File: config.mk
export PLATFORM = sky130hd
export DESIGN_NAME = dhp_host_port
export DESIGN_NICKNAME = d
export VERILOG_FILES = /design/src/dhp_host_port.v /design/src/dhp_strobe_sync.v
export VERILOG_INCLUDE_DIRS = /design/src
export SDC_FILE = /design/constraint.sdc
export NUM_CORES = 1
export LEC_CHECK = 0
export CAP_MARGIN = 5
export CORE_ASPECT_RATIO = 1.4
export CORE_UTILIZATION = 55
export CTS_BUF_LIST = sky130_fd_sc_hd__clkbuf_2
export CTS_CLUSTER_DIAMETER = 50
export CTS_CLUSTER_SIZE = 20
export DETAILED_ROUTE_END_ITERATION = 8
export DONT_BUFFER_PORTS = 1
export GPL_ROUTABILITY_DRIVEN = 0
export HOLD_SLACK_MARGIN = 0.12
export PLACE_DENSITY = 0.73
export SLEW_MARGIN = 20
export SYNTH_ARGS = -nofsm -noshare
export SYNTH_HDL_FRONTEND = slang
export SYNTH_HIERARCHICAL = 1
export SYNTH_SLANG_ARGS = --single-unit
File: constraint.sdc
create_clock -name core_clk -period 6.5 [get_ports core_clk]
set_input_delay 1.3 -clock core_clk [delete_from_list [all_inputs] [get_ports core_clk]]
set_output_delay 1.3 -clock core_clk [all_outputs]
set_load 0.05 [all_outputs]
File: src/dhp_map.vh
/*
 * Constants for the dual-channel host port: register address codes,
 * internal register targets, bit positions and reset values.
 * Assumes it is included by bare name from the host port design files.
 */
`ifndef DHP_MAP_VH
`define DHP_MAP_VH

// ==========================================================
// Address codes on the three register address inputs
`define DHP_ADDR_DATA      3'h0
`define DHP_ADDR_IER       3'h1
`define DHP_ADDR_IIR       3'h2
`define DHP_ADDR_LINE_FMT  3'h3
`define DHP_ADDR_MCR       3'h4
`define DHP_ADDR_LSR       3'h5
`define DHP_ADDR_MSR       3'h6
`define DHP_ADDR_SCR       3'h7

// ==========================================================
// Internal register targets after divisor-access steering
`define DHP_TGT_DATA       4'h0
`define DHP_TGT_IER        4'h1
`define DHP_TGT_IIR_SETUP  4'h2
`define DHP_TGT_LINE_FMT   4'h3
`define DHP_TGT_MCR        4'h4
`define DHP_TGT_LSR        4'h5
`define DHP_TGT_MSR        4'h6
`define DHP_TGT_SCR        4'h7
`define DHP_TGT_DLL        4'h8
`define DHP_TGT_DLM        4'h9
`define DHP_TGT_AFR        4'ha

// ==========================================================
// Bit positions and reset values
`define DHP_DIV_ACCESS_BIT    7
`define DHP_SETUP_ENABLE_BIT  0
`define DHP_SETUP_DMA_BIT     3
`define DHP_CH_FIRST_PICK  1'b1
`define DHP_RST_BYTE       8'h00
`define DHP_RST_STROBE     1'b1
`define DHP_RST_CTL        13'h1fff
`define DHP_DMA_IDLE_N     1'b1

`endif

File: src/dhp_host_port.v
/*
 * Host register port of a dual-channel UART with receive DMA request logic.
 * Assumes a UART core beside it supplying receive data, status bytes and
 * receive FIFO state per channel; host strobes are asynchronous and wide.
 */
`timescale 1ns/1ps
`default_nettype none
`include "dhp_map.vh"

// Summary of operation
// - Three address bits pick channel register
// - Divisor-access bit redirects addresses zero, one, two
// - Access only while select is low
// - Channel pick one means channel 0
// - Read falling edge drives data out
// - Write rising edge latches data
// - FIFO setup bit 3 picks DMA type
// - Non-FIFO mode allows only DMA mode 0
// - Mode 0: single transfer requests
// - Mode 1: burst until receive FIFO empty
// - Eight-bit bus driven only during reads
module dhp_host_port (
   input  wire        core_clk,
   input  wire        rst,
   input  wire        reg_addr_2,
   input  wire        reg_addr_1,
   input  wire        reg_addr_0,
   input  wire        cs_n,
   input  wire        channel_pick,
   input  wire        rd_n,
   input  wire        wr_n,
   input  wire [7:0]  host_data_bus_in,
   output reg  [7:0]  host_data_bus_out,
   output reg         host_data_bus_oe,
   input  wire [15:0] rx_data,
   input  wire [15:0] iir_value,
   input  wire [15:0] lsr_value,
   input  wire [15:0] msr_value,
   input  wire [1:0]  rx_not_empty,
   input  wire [1:0]  rx_trigger_hit,
   input  wire [1:0]  rx_timeout,
   output wire [15:0] line_format_reg,
   output wire [15:0] fifo_setup_reg,
   output wire [15:0] divisor_low,
   output wire [15:0] divisor_high,
   output wire [15:0] alt_function,
   output wire [15:0] int_enable,
   output wire [15:0] modem_control,
   output wire [15:0] scratch,
   output wire [1:0]  divisor_access_bit,
   output reg  [7:0]  tx_data,
   output reg  [1:0]  tx_write_pulse,
   output reg  [1:0]  rx_read_pulse,
   output reg  [1:0]  fifo_setup_pulse,
   output wire [1:0]  rx_dma_request_n
);

   // ==========================================================
   // Decode helpers
   function [3:0] target_of;
      input [2:0] addr;
      input       div_access;
      begin
         target_of = {1'b0, addr};
         if (div_access) begin
            case (addr)
               `DHP_ADDR_DATA: target_of = `DHP_TGT_DLL;
               `DHP_ADDR_IER:  target_of = `DHP_TGT_DLM;
               `DHP_ADDR_IIR:  target_of = `DHP_TGT_AFR;
               default:        target_of = {1'b0, addr};
            endcase
         end
      end
   endfunction

   function chan_of;
      input pick;
      begin
         chan_of = (pick == `DHP_CH_FIRST_PICK) ? 1'b0 : 1'b1;
      end
   endfunction

   // ==========================================================
   // Strobe synchronisers
   wire rd_level_n;
   wire rd_fall;
   wire rd_rise;
   wire wr_fall;
   wire wr_rise;

   dhp_strobe_sync u_rd_sync (
      .core_clk   (core_clk),
      .rst        (rst),
      .strobe_n   (rd_n),
      .level_n    (rd_level_n),
      .fall_pulse (rd_fall),
      .rise_pulse (rd_rise)
   );

   dhp_strobe_sync u_wr_sync (
      .core_clk   (core_clk),
      .rst        (rst),
      .strobe_n   (wr_n),
      .level_n    (),
      .fall_pulse (wr_fall),
      .rise_pulse (wr_rise)
   );

   // Address, select and data delayed by the synchroniser depth, so the
   // values used at a strobe edge are those present at the pin edge.
   reg [12:0] ctl_d1_reg;
   reg [12:0] ctl_d2_reg;

   always @(posedge core_clk or posedge rst) begin
      if (rst) begin
         ctl_d1_reg <= `DHP_RST_CTL;
         ctl_d2_reg <= `DHP_RST_CTL;
      end else begin
         ctl_d1_reg <= {cs_n, channel_pick, reg_addr_2, reg_addr_1, reg_addr_0,
                        host_data_bus_in};
         ctl_d2_reg <= ctl_d1_reg;
      end
   end

   wire       d_cs_n = ctl_d2_reg[12];
   wire       d_chan = chan_of(ctl_d2_reg[11]);
   wire [2:0] d_addr = ctl_d2_reg[10:8];
   wire [7:0] d_data = ctl_d2_reg[7:0];

   // ==========================================================
   // Per-channel writable registers
   reg [7:0] lfmt_mem   [0:1];
   reg [7:0] fsetup_mem [0:1];
   reg [7:0] dll_mem [0:1];
   reg [7:0] dlm_mem [0:1];
   reg [7:0] afr_mem [0:1];
   reg [7:0] ier_mem [0:1];
   reg [7:0] mcr_mem [0:1];
   reg [7:0] scr_mem [0:1];

   wire [3:0] d_target = target_of(d_addr, lfmt_mem[d_chan][`DHP_DIV_ACCESS_BIT]);

   integer i;

   // Data latched on the trailing edge of the write strobe
   always @(posedge core_clk or posedge rst) begin
      if (rst) begin
         for (i = 0; i < 2; i = i + 1) begin
            lfmt_mem[i]   <= `DHP_RST_BYTE;
            fsetup_mem[i] <= `DHP_RST_BYTE;
            dll_mem[i] <= `DHP_RST_BYTE;
            dlm_mem[i] <= `DHP_RST_BYTE;
            afr_mem[i] <= `DHP_RST_BYTE;
            ier_mem[i] <= `DHP_RST_BYTE;
            mcr_mem[i] <= `DHP_RST_BYTE;
            scr_mem[i] <= `DHP_RST_BYTE;
         end
         tx_data          <= `DHP_RST_BYTE;
         tx_write_pulse   <= 2'b00;
         fifo_setup_pulse <= 2'b00;
      end else begin
         tx_write_pulse   <= 2'b00;
         fifo_setup_pulse <= 2'b00;
         if (wr_rise && !d_cs_n) begin
            case (d_target)
               `DHP_TGT_DATA: begin
                  tx_data                <= d_data;
                  tx_write_pulse[d_chan] <= 1'b1;
               end
               `DHP_TGT_IER:     ier_mem[d_chan] <= d_data;
               `DHP_TGT_IIR_SETUP: begin
                  fsetup_mem[d_chan]       <= d_data;
                  fifo_setup_pulse[d_chan] <= 1'b1;
               end
               `DHP_TGT_LINE_FMT: lfmt_mem[d_chan] <= d_data;
               `DHP_TGT_MCR:     mcr_mem[d_chan] <= d_data;
               `DHP_TGT_SCR:     scr_mem[d_chan] <= d_data;
               `DHP_TGT_DLL:     dll_mem[d_chan] <= d_data;
               `DHP_TGT_DLM:     dlm_mem[d_chan] <= d_data;
               `DHP_TGT_AFR:     afr_mem[d_chan] <= d_data;
               default: begin
               end
            endcase
         end
      end
   end

   // ==========================================================
   // Read path
   reg [7:0] read_mux;

   always @* begin
      case (d_target)
         `DHP_TGT_DATA:    read_mux = rx_data[d_chan*8 +: 8];
         `DHP_TGT_IER:     read_mux = ier_mem[d_chan];
         `DHP_TGT_IIR_SETUP: read_mux = iir_value[d_chan*8 +: 8];
         `DHP_TGT_LINE_FMT:  read_mux = lfmt_mem[d_chan];
         `DHP_TGT_MCR:     read_mux = mcr_mem[d_chan];
         `DHP_TGT_LSR:     read_mux = lsr_value[d_chan*8 +: 8];
         `DHP_TGT_MSR:     read_mux = msr_value[d_chan*8 +: 8];
         `DHP_TGT_SCR:     read_mux = scr_mem[d_chan];
         `DHP_TGT_DLL:     read_mux = dll_mem[d_chan];
         `DHP_TGT_DLM:     read_mux = dlm_mem[d_chan];
         `DHP_TGT_AFR:     read_mux = afr_mem[d_chan];
         default:          read_mux = `DHP_RST_BYTE;
      endcase
   end

   // Read data is frozen at the leading edge so status cannot shift
   // under the host while it samples.
   always @(posedge core_clk or posedge rst) begin
      if (rst) begin
         host_data_bus_out <= `DHP_RST_BYTE;
         host_data_bus_oe  <= 1'b0;
         rx_read_pulse     <= 2'b00;
      end else begin
         rx_read_pulse <= 2'b00;
         if (rd_fall && !d_cs_n) begin
            host_data_bus_out <= read_mux;
            host_data_bus_oe  <= 1'b1;
            if (d_target == `DHP_TGT_DATA) begin
               rx_read_pulse[d_chan] <= 1'b1;
            end
         end else if (rd_rise || rd_level_n) begin
            host_data_bus_oe <= 1'b0;
         end
      end
   end

   // ==========================================================
   // Per-channel register outputs and receive DMA request
   genvar g;
   generate
      for (g = 0; g < 2; g = g + 1) begin : g_chan
         reg  burst_reg;
         reg  req_n_reg;
         wire fifo_on = fsetup_mem[g][`DHP_SETUP_ENABLE_BIT];
         wire mode1   = fifo_on & fsetup_mem[g][`DHP_SETUP_DMA_BIT];
         wire burst_next = !rx_not_empty[g] ? 1'b0 :
                           ((rx_trigger_hit[g] | rx_timeout[g]) ? 1'b1 : burst_reg);

         always @(posedge core_clk or posedge rst) begin
            if (rst) begin
               burst_reg <= 1'b0;
               req_n_reg <= `DHP_DMA_IDLE_N;
            end else begin
               burst_reg <= mode1 & burst_next;
               if (mode1) begin
                  req_n_reg <= ~burst_next;
               end else begin
                  req_n_reg <= ~rx_not_empty[g];
               end
            end
         end

         assign rx_dma_request_n[g]     = req_n_reg;
         assign divisor_access_bit[g]   = lfmt_mem[g][`DHP_DIV_ACCESS_BIT];
         assign line_format_reg[g*8 +: 8] = lfmt_mem[g];
         assign fifo_setup_reg[g*8 +: 8]  = fsetup_mem[g];
         assign divisor_low[g*8 +: 8]     = dll_mem[g];
         assign divisor_high[g*8 +: 8]    = dlm_mem[g];
         assign alt_function[g*8 +: 8]    = afr_mem[g];
         assign int_enable[g*8 +: 8]      = ier_mem[g];
         assign modem_control[g*8 +: 8]   = mcr_mem[g];
         assign scratch[g*8 +: 8]         = scr_mem[g];
      end
   endgenerate

endmodule

`default_nettype wire

File: src/dhp_strobe_sync.v
/*
 * Two-flop synchroniser for one active-low host strobe, with edge pulses.
 * Assumes the strobe is idle high and each phase lasts at least three
 * core clock periods.
 */
`timescale 1ns/1ps
`default_nettype none

module dhp_strobe_sync (
   input  wire core_clk,
   input  wire rst,
   input  wire strobe_n,
   output wire level_n,
   output wire fall_pulse,
   output wire rise_pulse
);

   reg meta_reg;
   reg sync_reg;
   reg last_reg;

   // ==========================================================
   // Synchroniser; only sync_reg reads meta_reg
   always @(posedge core_clk or posedge rst) begin
      if (rst) begin
         meta_reg <= `DHP_RST_STROBE;
         sync_reg <= `DHP_RST_STROBE;
         last_reg <= `DHP_RST_STROBE;
      end else begin
         meta_reg <= strobe_n;
         sync_reg <= meta_reg;
         last_reg <= sync_reg;
      end
   end

   // One pulse per edge, so each strobe acts exactly once
   assign level_n    = sync_reg;
   assign fall_pulse = last_reg & ~sync_reg;
   assign rise_pulse = ~last_reg & sync_reg;

endmodule

`default_nettype wire

==> metrics <==
Place WS=between 3 and 4 ns; drt wl/cell=roughly 30 um; total power=approximately 2.6 mW; WP data arrival=1.96 ns; Final Hold Viols=0; R2R setup slack=~3.4 ns; synth warn=6; Initial Utilization=a little under three fifths; slowest cell on the critical path=dfrtp_1; worst slew pin tran=between 1 and 1.5 ns; final setup TNS=0 ns; buffer and inverter count on the worst path=1; Min-Delay Endpoint=ctl_d2_reg[8]$_DFF_PP1_; syn_nets=between 700 and 800; Die ar.=roughly 16000 um^2; DR vias/cell=~7; logic depth of the worst path, buffers included=1; Layout area overhead=3.75%; type of the worst min-delay path=flop to flop; Crit Path Class=flop to output port; worst setup margin=between 3 and 4 ns; delay-heaviest family, CP=flip-flops; # resized after CTS=0; H-Tree Depth=4; switching share of power=39.6%; CTS tree=built; CORE AREA=roughly 15000 um^2; syn_area_per_cell=between 10 and 15 um^2; Pwr per Cell Area=between 200 and 300 nW/um^2; largest net degree at the start of global routing=113; combinational fraction of design power=around a tenth; CP Cell Sequence=buf_4; Post-Syn Area=approximately 8400 um^2; cells after synthesis=635; first-pass GRT wire length=36.3 mm; Req. time, crit path=about 5.2 ns; reg-to-reg critical path endpoint=tx_data[1]$_DFFE_PP0P_; final period utilization=between 50% and 60%; CTS Sinks=roughly 190; Pre-Repair DR Iteration Count=5; grt ovf=0; Crit Path Max Fanout=13; minimum clock period=3.26 ns; first-iteration detailed-routing DRC count=a little over 700; Clock Power Share=around a quarter; routed vias=5607; Max Cap Viol=0; slowest stage delay, CP=approximately 0.76 ns; Die Span Y=roughly 150 um; f_max=between 300 and 400 MHz; Max-slew headroom=a little under a third; RSZ-0062 raised after global routing=false; ratio of cells with drive above 1 in the final layout=38.4%; clk buf depth=2; hpwl dp=approximately 18 mm; Peak VDD IR=162 uV; hold depth=0; Root Buffer=clkbuf_2; setup repair bufs after CTS=0; Slew Viols, Final=0; R2R Path Start=ctl_d2_reg[11]$_DFF_PP1_; DRC viols=0; CTS buffer count=17; Hold-fix buffers, CTS=0; startpoint types=flop; number of global-route vias before repair=5860; Leak=about 4 nW; status=completed; # rows=53; Worst Reg-to-Reg Cells=5; Setup Skew=around 0.041 ns; internal power=approximately 1.6 mW; final setup violation count=0; initial antenna violation count=1; area post-placement=about 8500 um^2; num ports=between 200 and 250; part of the power in registers=around two thirds; GR Util All Layers=31.7%; DIE WIDTH=107 um; fin nets=roughly 700; Routed Antenna Nets=0; worst setup path start=divisor_access_bit[0]$_DFFE_PP0P_; # fillers=~1200; clock-pin slew on the worst setup and hold paths=0.29 ns; worst hold start=ctl_d1_reg[8]$_DFF_PP1_; IO Port Bufs=0; Skew-Pair Late Insertion Delay=around 0.8 ns; switching power=just over 1 mW; Final Routed Wirelength=24.6 mm; endpoint class of the critical path=output port; design area=approximately 9000 um^2
==> layout make-up <==
type	count	area (um^2)	share of cell area, %
antenna	1	2.50	0.0286
sequential	187	4720	53.9
clock inverter	15	181	2.07
tap	192	240	2.74
timing repair buffer	7	52.6	0.600
multi-input combinational	387	3420	39.1
clock buffer	17	85.1	0.972
inverter	12	52.6	0.600
==> power groups by stage <==
stage | Combinational [mW] | Clock (mW) | Sequential (mW)
after global placement | 0.249 | 0 | 1.74
after floorplan | 0.221 | 0 | 1.69
final | 0.262 | 0.630 | 1.73
after CTS | 0.261 | 0.639 | 1.73
after detailed placement | 0.260 | 0 | 1.75
after global routing | 0.281 | 0.682 | 1.74
==> layer usage <==
| metal | wire, um | vias up | track usage, % |
|---|---|---|---|
| li1 | - | 2325 | - |
| met3 | 2830 | 69 | 12.8 |
| met4 | 942 | 0 | 13.8 |
| met5 | 0 | - | 0 |
| met1 | 8120 | 2846 | 34.4 |
| met2 | 12800 | 367 | 54.2 |
==> worst max-delay path by stage <==
stage                                                  end  slack [ns]
after floorplan                alt_function[0]$_DFFE_PP0P_        0.33
after global routing                    line_format_reg[7]        3.18
after detailed placement  host_data_bus_out[5]$_DFFE_PP0P_        3.42
final                                   line_format_reg[7]        3.24
after global placement              tx_data[2]$_DFFE_PP0P_        3.52
after CTS                               line_format_reg[7]        3.23
==> cell usage in the layout, fill, tap and decap left out, types with 4 or more instances in the layout <==
cell / n
nor2b_1: 5
nor2_1: 16
a21oi_1: 8
o32a_1: 5
nor2_2: 5
mux2_2: 148
dfstp_2: 34
a2111oi_0: 4
clkinvlp_4: 6
a211oi_1: 8
a222oi_1: 7
nor4_1: 4
nand2_1: 34
nor4b_1: 4
a22o_1: 22
nor3b_1: 6
o22ai_1: 5
clkbuf_2: 17
dfrtp_1: 153
nand3b_1: 4
a221oi_1: 12
mux2i_1: 15
inv_1: 11
inv_8: 4
buf_4: 7
a22oi_1: 9
nand3_1: 7
o21ai_0: 6
==> metrics by stage <==
stage	utilization (%)	hold WS, ns	cells
3_5_place_dp	56.6	0.347	785
3_3_place_gp	56.6	0.346	785
6_report	58.4	0.350	818
4_1_cts	58.4	0.347	817
5_1_grt	58.4	0.340	818
2_1_floorplan	-	0.345	635
Power figures use the tool's default switching activity.
